## config.mk

```make
export PLATFORM = sky130hd
export DESIGN_NAME = cpd_decoder
export DESIGN_NICKNAME = d
export VERILOG_FILES = /design/src/verilog/cpd_pkg.sv /design/src/verilog/cpd_decoder.sv
export SDC_FILE = /design/constraint.sdc
export NUM_CORES = 2
export LEC_CHECK = 0
export BUFFER_PORTS_ARGS = -buffer_cell sky130_fd_sc_hd__buf_4
export CAP_MARGIN = 20
export CORE_ASPECT_RATIO = 0.8
export CORE_MARGIN = 4
export CORE_UTILIZATION = 41
export CTS_CLUSTER_SIZE = 28
export DETAILED_ROUTE_END_ITERATION = 7
export PLACE_DENSITY = 0.55
export SLEW_MARGIN = 20
export SYNTH_ARGS = -nofsm -noshare
export SYNTH_HDL_FRONTEND = slang
export SYNTH_SLANG_ARGS = --single-unit
```

## constraint.sdc

```tcl
create_clock -name clk -period 7.3 [get_ports clk]
set_input_delay 1.46 -clock clk [delete_from_list [all_inputs] [get_ports clk]]
set_output_delay 1.46 -clock clk [all_outputs]
set_load 0.02 [all_outputs]
```

## src/verilog/cpd_pkg.sv

```systemverilog
// package of constants and types for the configuration packet decoder
`default_nettype none
package cpd_pkg;
    // ****************************************
    // packet identifiers and lengths
    // ****************************************
    localparam logic [7:0] ID_ODO = 8'hC0;
    localparam logic [7:0] ID_ALIGN = 8'hC1;
    localparam logic [7:0] ID_REFOFS = 8'hC2;
    localparam logic [7:0] ID_OUTCFG = 8'hC3;
    localparam logic [5:0] LEN_ODO = 6'h08;
    localparam logic [5:0] LEN_ALIGN = 6'h05;
    localparam logic [5:0] LEN_REFOFS = 6'h31;
    localparam logic [5:0] LEN_OUTCFG = 6'h21;
    localparam logic [31:0] ALIGN_KEY = 32'h9A4E8055;
    localparam int MAX_LEN = 49;
    localparam int NUM_OFS = 12;
    localparam int NUM_SENT = 15;
    localparam int NUM_RATE = 9;
    // ****************************************
    // field positions and reset values
    // ****************************************
    localparam int ODO_PULSE_POS = 4;
    localparam int OFS_POS = 1;
    localparam int RATE_POS = 2;
    localparam int FIX_POS = 1;
    localparam logic [31:0] OFS_RST = 32'h00000000;
    localparam logic [15:0] RATE_RST = 16'h0000;
    // rate period in clock cycles at 250 MHz, index 1..9 = 0.1 .. 50 Hz
    localparam longint CLK_HZ = 250000000;
    localparam logic [31:0] RATE_PER [NUM_RATE] = '{
        32'(CLK_HZ * 10), 32'(CLK_HZ * 5), 32'(CLK_HZ * 2), 32'(CLK_HZ), 32'(CLK_HZ / 2),
        32'(CLK_HZ / 5), 32'(CLK_HZ / 10), 32'(CLK_HZ / 25), 32'(CLK_HZ / 50)};

    typedef struct packed {
        logic valid;
        logic [7:0] id;
        logic [5:0] len;
    } cpd_hdr_t;

    typedef struct packed {
        logic persist;
        logic auto_meas;
        logic [31:0] pulse_len;
    } cpd_odo_t;
endpackage
`default_nettype wire

```

## src/verilog/cpd_decoder.sv

```systemverilog
// configuration packet decoder: holds odometer, alignment, offsets and output rates
// What this block does
// RL1: odometer packet 192, 8 bytes, stores settings
// RL2: host sends alignment 193, length 5, key
// RL3: alignment only on exact key and length
// RL4: offsets packet 194, twelve floats from byte 1
// RL5: all offsets reset to zero
// RL6: primary offset drives every output
// RL7: heave offsets only for heave points 2-4
// RL8: output packet 195, fix selector, fifteen rates
// RL9: fix selector one forces 3D fix report while filter_init is high
// RL10: rate word: gpio low nibble, aux next
// RL11: index 1..9 maps 0.1 to 50 Hz
// RL12: indices 10-15 disabled; enabled sentences tick
`timescale 1ns/1ps
`default_nettype none
module cpd_decoder (
    input wire logic clk,
    input wire logic rst_n,
    // packet payload: header pulse with payload bytes held stable alongside
    input wire cpd_pkg::cpd_hdr_t pkt_hdr,
    input wire logic [8*cpd_pkg::MAX_LEN-1:0] pkt_data,
    // navigation filter state
    input wire logic filter_init,
    input wire logic raw_fix_3d,
    // odometer settings
    output cpd_pkg::cpd_odo_t odo_cfg,
    output logic odo_persist,
    // alignment
    output logic align_pulse,
    output logic align_persist,
    // offsets
    output logic [31:0] primary_ofs [3],
    output logic [31:0] heave_ofs [3][3],
    output logic ofs_persist,
    // nmea output configuration
    output logic fix_mode,
    output logic report_fix_3d,
    output logic out_persist,
    output logic [cpd_pkg::NUM_SENT-1:0] gpio_tick,
    output logic [cpd_pkg::NUM_SENT-1:0] aux_tick,
    output logic [cpd_pkg::NUM_SENT-1:0] gpio_en,
    output logic [cpd_pkg::NUM_SENT-1:0] aux_en
);
    // ****************************************
    // byte access and packet match
    // ****************************************
    function automatic logic [31:0] word_at(input logic [8*cpd_pkg::MAX_LEN-1:0] d, input int pos);
        word_at = d[8*pos +: 32];
    endfunction

    // only id, length and the alignment key gate a packet; reserved bytes are ignored
    logic hit_odo, hit_align, hit_ofs, hit_out;
    assign hit_odo = pkt_hdr.valid && pkt_hdr.id == cpd_pkg::ID_ODO && pkt_hdr.len == cpd_pkg::LEN_ODO; // RL1
    assign hit_align = pkt_hdr.valid && pkt_hdr.id == cpd_pkg::ID_ALIGN && pkt_hdr.len == cpd_pkg::LEN_ALIGN
        && word_at(pkt_data, 1) == cpd_pkg::ALIGN_KEY; // RL3
    assign hit_ofs = pkt_hdr.valid && pkt_hdr.id == cpd_pkg::ID_REFOFS && pkt_hdr.len == cpd_pkg::LEN_REFOFS; // RL4
    assign hit_out = pkt_hdr.valid && pkt_hdr.id == cpd_pkg::ID_OUTCFG && pkt_hdr.len == cpd_pkg::LEN_OUTCFG; // RL8

    // ****************************************
    // odometer settings
    // ****************************************
    always_ff @(posedge clk or negedge rst_n) begin
        if (!rst_n) begin
            odo_cfg <= '0;
            odo_persist <= 1'b0;
        end else if (hit_odo) begin
            odo_persist <= pkt_data[0]; // RL1
            odo_cfg.persist <= pkt_data[0];
            odo_cfg.auto_meas <= pkt_data[8];
            odo_cfg.pulse_len <= word_at(pkt_data, cpd_pkg::ODO_PULSE_POS);
        end
    end

    // ****************************************
    // zero orientation alignment
    // ****************************************
    always_ff @(posedge clk or negedge rst_n) begin
        if (!rst_n) begin
            align_pulse <= 1'b0;
        end else begin
            align_pulse <= hit_align; // RL3
        end
    end

    // a refused packet leaves the last accepted persist flag in place
    always_ff @(posedge clk or negedge rst_n) begin
        if (!rst_n) begin
            align_persist <= 1'b0;
        end else if (hit_align) begin
            align_persist <= pkt_data[0]; // RL3
        end
    end

    // ****************************************
    // reference point offsets
    // ****************************************
    // offsets are only held here; the output paths downstream add the primary set
    // to every output and the heave sets to heave points 2-4 alone
    genvar g;
    generate
        for (g = 0; g < cpd_pkg::NUM_OFS; g++) begin : g_ofs
            logic [31:0] ofs_r;
            always_ff @(posedge clk or negedge rst_n) begin
                if (!rst_n) begin
                    ofs_r <= cpd_pkg::OFS_RST; // RL5
                end else if (hit_ofs) begin
                    ofs_r <= word_at(pkt_data, cpd_pkg::OFS_POS + 4 * g); // RL4
                end
            end
            if (g < 3) begin : g_pri
                assign primary_ofs[g] = ofs_r; // RL6
            end else begin : g_hv
                assign heave_ofs[(g - 3) / 3][(g - 3) % 3] = ofs_r; // RL7
            end
        end
    endgenerate

    always_ff @(posedge clk or negedge rst_n) begin
        if (!rst_n) begin
            ofs_persist <= 1'b0;
        end else if (hit_ofs) begin
            ofs_persist <= pkt_data[0];
        end
    end

    // ****************************************
    // output configuration and fix behaviour
    // ****************************************
    always_ff @(posedge clk or negedge rst_n) begin
        if (!rst_n) begin
            fix_mode <= 1'b0;
        end else if (hit_out) begin
            fix_mode <= pkt_data[8*cpd_pkg::FIX_POS +: 8] == 8'h01; // RL9
        end
    end

    always_ff @(posedge clk or negedge rst_n) begin
        if (!rst_n) begin
            out_persist <= 1'b0;
        end else if (hit_out) begin
            out_persist <= pkt_data[0]; // RL8
        end
    end

    always_ff @(posedge clk or negedge rst_n) begin
        if (!rst_n) begin
            report_fix_3d <= 1'b0;
        end else begin
            // any selector other than 1 leaves the raw fix indication as it is
            report_fix_3d <= (fix_mode && filter_init) || raw_fix_3d; // RL9
        end
    end

    // ****************************************
    // per-sentence rate timers
    // ****************************************
    // periods are counted in cycles of the 250 MHz clock; another clock scales every rate
    function automatic logic [31:0] period_of(input logic [3:0] idx);
        if (idx == 4'h0 || idx > 4'h9) begin
            period_of = 32'h00000000; // RL12
        end else begin
            period_of = cpd_pkg::RATE_PER[idx - 4'h1]; // RL11
        end
    endfunction

    generate
        for (g = 0; g < 2 * cpd_pkg::NUM_SENT; g++) begin : g_rate
            logic [3:0] idx_in;
            logic [3:0] idx_r;
            logic [31:0] cnt_r;
            logic [31:0] per;
            logic wrap;
            logic tick_r;
            logic en_r;
            // even instances take the low nibble of a rate word, odd ones the next; the high byte is ignored
            assign idx_in = pkt_data[8*(cpd_pkg::RATE_POS + 2 * (g / 2)) + 4 * (g % 2) +: 4]; // RL10
            assign per = period_of(idx_r);
            assign wrap = cnt_r >= per - 32'h00000001;
            always_ff @(posedge clk or negedge rst_n) begin
                if (!rst_n) begin
                    idx_r <= cpd_pkg::RATE_RST[3:0];
                end else if (hit_out) begin
                    idx_r <= idx_in; // RL10
                end
            end
            always_ff @(posedge clk or negedge rst_n) begin
                if (!rst_n) begin
                    en_r <= 1'b0;
                end else if (hit_out) begin
                    en_r <= period_of(idx_in) != 32'h00000000; // RL12
                end
            end
            // a new output packet restarts every timer, so a changed rate never inherits a part-run count
            always_ff @(posedge clk or negedge rst_n) begin
                if (!rst_n) begin
                    cnt_r <= '0;
                end else if (per == 32'h00000000 || hit_out) begin
                    cnt_r <= '0;
                end else if (wrap) begin
                    cnt_r <= '0;
                end else begin
                    cnt_r <= cnt_r + 32'h00000001;
                end
            end
            always_ff @(posedge clk or negedge rst_n) begin
                if (!rst_n) begin
                    tick_r <= 1'b0;
                end else if (per == 32'h00000000 || hit_out) begin
                    tick_r <= 1'b0;
                end else begin
                    tick_r <= wrap; // RL12
                end
            end
            if (g % 2 == 0) begin : g_gpio
                assign gpio_tick[g / 2] = tick_r;
                assign gpio_en[g / 2] = en_r;
            end else begin : g_aux
                assign aux_tick[g / 2] = tick_r;
                assign aux_en[g / 2] = en_r;
            end
        end
    endgenerate
endmodule
`default_nettype wire

```

==> impl_metrics.env <==
export IMPL_arrival_ns=6.73
export IMPL_synth_main_ff_cell="dfrtp_1"
export IMPL_final_max_slew_viol_count=0
export IMPL_synth_nets=13200
export IMPL_p_leak_nw=58.5
export IMPL_synth_top_cells_by_area="dfrtp_1 (37%), ha_1 (13%), nor2_1 (4.9%), xor2_1 (4.9%), mux2_2 (4.5%)"
export IMPL_final_cells=15900
export IMPL_grt_pass1_vias=84300
export IMPL_final_setup_viol_count=0
export IMPL_critPathMaxFanout=18
export IMPL_netlist_area_sq_um=105000
export IMPL_dp_cells=15500
export IMPL_core_area_sq_um=256000
export IMPL_drc=0
export IMPL_status="finished clean"
export IMPL_synth_top_area_frac=0.371
export IMPL_syn_to_final_growth_pct=14.7
export IMPL_synthArstFlopShare=1.00
export IMPL_power_mw=19.6
export IMPL_top_level_ports=896
export IMPL_cpMaxStageDelayCell="dfrtp_1"
export IMPL_yosysMostFrequentCell="dfrtp_1"
export IMPL_dp_hpwl_um=214000
export IMPL_avgSynthCellArea_sq_um=9.03
export IMPL_cts_setup_buffers=0
export IMPL_reg2reg_from="g_rate[10].idx_r[0]"
export IMPL_fin_skew_ns=0.0487
export IMPL_fp_dieW_um=575
export IMPL_hold_violations=0
export IMPL_die_y_um=462
export IMPL_period_minus_slack_ns=5.99
export IMPL_htree_levels=4
export IMPL_fin_setup_tns_ns=0
export IMPL_vias=86500
export IMPL_cts_sinks=1564
export IMPL_slew_headroom=0.290
export IMPL_rsz0062_at_grt="false"
export IMPL_synthCells=11700
export IMPL_root_buffer="clkbuf_16"
export IMPL_cts_hold_buffers=0
export IMPL_cts_resized=0
export IMPL_synth_cell_types=102
export IMPL_dieArea_sq_um=265000
export IMPL_hold_class="flip-flop to flip-flop"
export IMPL_synth_edf_count=0
export IMPL_seq_area_frac_synth=0.371
export IMPL_reg2regPathDepth=20
export IMPL_tightest_slew_ns=1.06
export IMPL_initial_core_util=0.412
export IMPL_clk_pin_slew_ns=0.06
export IMPL_drt_first_pass_iters=6
export IMPL_dpl_instance_area_sq_um=115000
export IMPL_wl_per_cell_um=18.1
export IMPL_cp_num_buf_inv=3
export IMPL_max_cap_violations=0
export IMPL_synth_seq_cells=1564
export IMPL_crit_chain="inv_1 -> ha_1 -> nor3b_1 -> a21o_1 -> inv_1 -> and2_1 -> nand2_1 -> ha_1 -> o31a_1 -> o221ai_1 -> nor2_1 -> a21oi_1 -> ha_1 -> a21o_1 -> a21oi_1 -> o221ai_1 -> a2111oi_0 -> nand2_1 -> buf_4 -> nor3_1"
export IMPL_ys_warn_count=0
export IMPL_vdd_drop_max_uv=229
export IMPL_critPathLaunchType="flip-flop"
export IMPL_min_path_cells=1
export IMPL_viasPerCell=5.45
export IMPL_layout_setup_ws_ns=1.31
export IMPL_gr_total_overflow=0
export IMPL_grt_max_degree=156
export IMPL_crit_family="compound AO/OA/AOI/OAI gates"
export IMPL_grt_usage=0.209
export IMPL_portBuffers=888
export IMPL_powerDensity_nw_per_um2=162
export IMPL_ant_nets=0
export IMPL_max_freq_mhz=167
export IMPL_cpMostUsedCell="ha_1"
export IMPL_netlist_top_cell_by_area="dfrtp_1"
export IMPL_grt_pass1_wl_um=465000
export IMPL_floorplan_rows=166
export IMPL_worstPathRequired_ns=8.04
export IMPL_max_stage_delay_ns=0.54
export IMPL_fin_area_sq_um=121000
export IMPL_end_kind="flip-flop"
export IMPL_cts_tree="yes"
export IMPL_synth_commonest_cells="dfrtp_1 (1564), nor2_1 (1386), nand2_1 (1163)"
export IMPL_path_depth=20
export IMPL_cts_path_max_buffers=4
export IMPL_drt_wl_total_um=287000
export IMPL_min_period_over_period=0.821
export IMPL_nNetsFinal=13800
export IMPL_numCtsBuffers=185
export IMPL_fill_cells=24200
export IMPL_clkLatencyLatePin_ns=0.84
export IMPL_holdCritStartpoint="g_rate[3].cnt_r[0]"
export IMPL_gp_congestion=0.903
export IMPL_antenna_found_initial=18
export IMPL_criticalPathCategory="flip-flop to flip-flop"
export IMPL_detail_route_iter0_violations=6151
export IMPL_cp_startpoint="g_rate[10].idx_r[0]"
export IMPL_drive_gt1_frac=0.149
export IMPL_pre_cts_slack_ns=1.13
==> worst register-to-register path, delay by kind of cell (launching register included) <==
kind	cells	cell delay [ns]
DFF	1	0.54
AOI/OAI and AO/OA	8	1.82
adders and majority gates	3	0.89
buffers and inverters	3	0.88
and+or+nand+nor	6	1.78
==> metrics by stage <==
step,hold WS (ns),utilization
5_1_grt,0.469,0.473
3_5_place_dp,0.450,0.449
3_3_place_gp,0.434,0.449
6_report,0.451,0.473
4_1_cts,0.458,0.472
2_1_floorplan,0.424,-
==> cell families (layout without fill, tap and decap cells) <==
group,count (synthesis),in the layout,synth area share
flops,1564,1564,0.371
compound gates,2032,2032,0.122
fa+ha+maj,1107,1107,0.131
mux,453,453,0.0486
simple gates,4484,4484,0.202
xor+xnor,1048,1048,0.0871
buf+inv,985,1724,0.0387
other cells,0,9,0
==> registers in the layout, summed over array words and instances (netlist names) <==
register	count
g_rate.cnt_r	960
g_ofs.ofs_r	384
g_rate.idx_r	120
odo_cfg	33
g_rate.en_r	30
g_rate.tick_r	30
align_persist	1
align_pulse	1
fix_mode	1
odo_persist	1
ofs_persist	1
out_persist	1
report_fix_3d	1
==> layer usage <==
metal | vias to the layer above | GRT usage | share of wire
met5 | - | 0 | 0.000045
met4 | 2 | 0.0522 | 0.027
met3 | 356 | 0.0358 | 0.051
met2 | 1889 | 0.336 | 0.46
met1 | 41900 | 0.293 | 0.46
li1 | 42300 | - | -
==> final timing paths <==
kind                                   endpoint  slack, ns
setup / recovery            g_rate[10].cnt_r[7]       1.31
hold / removal               g_rate[3].cnt_r[0]       0.45
setup reg to reg            g_rate[10].cnt_r[7]       1.31
hold reg to reg              g_rate[3].cnt_r[0]       0.45
max in group asynchronous  g_rate[12].cnt_r[25]       5.02
min in group asynchronous  g_rate[25].cnt_r[26]       0.56
==> placed cells by master (no fill, tap or decap), types with 29 or more instances in the layout <==
cell / count
a211o_1: 29
a211oi_1: 100
a21o_1: 149
a21oi_1: 619
a31oi_1: 146
and2_1: 78
and3_1: 204
and4_1: 84
buf_4: 971
clkbuf_1: 35
clkbuf_16: 186
clkbuf_8: 39
clkinv_2: 34
dfrtp_1: 1564
ha_1: 1084
inv_1: 391
mux2_2: 417
mux2i_1: 31
nand2_1: 1163
nand2b_1: 73
nand3_1: 386
nand4_1: 317
nor2_1: 1383
nor2_4: 30
nor2b_1: 76
nor3_1: 411
nor4_1: 83
o211ai_1: 69
o21a_1: 93
o21ai_0: 438
o21bai_1: 38
o22ai_1: 33
or3_1: 51
xnor2_1: 454
xor2_1: 593
==> where the power goes <==
group          leakage, nW  switching [mW]  internal, mW
Combinational         34.4           0.566         0.448
Clock                 2.98            3.84          5.50
Sequential            21.2           0.284          8.92
Total                 58.5            4.69          14.9
==> area by class of cell <==
cell class,count,area (sq um),share of cell area
Antenna cell,9,22.5,0.000186
Clock buffer,260,5320,0.0440
Clock inverter,65,708,0.00586
Inverter,412,1550,0.0128
Multi-Input combinational cell,9124,62300,0.515
Sequential cell,1564,39100,0.324
Tap cell,3444,4310,0.0356
Timing Repair Buffer,987,7600,0.0628
(Power assumes the default switching activity.)
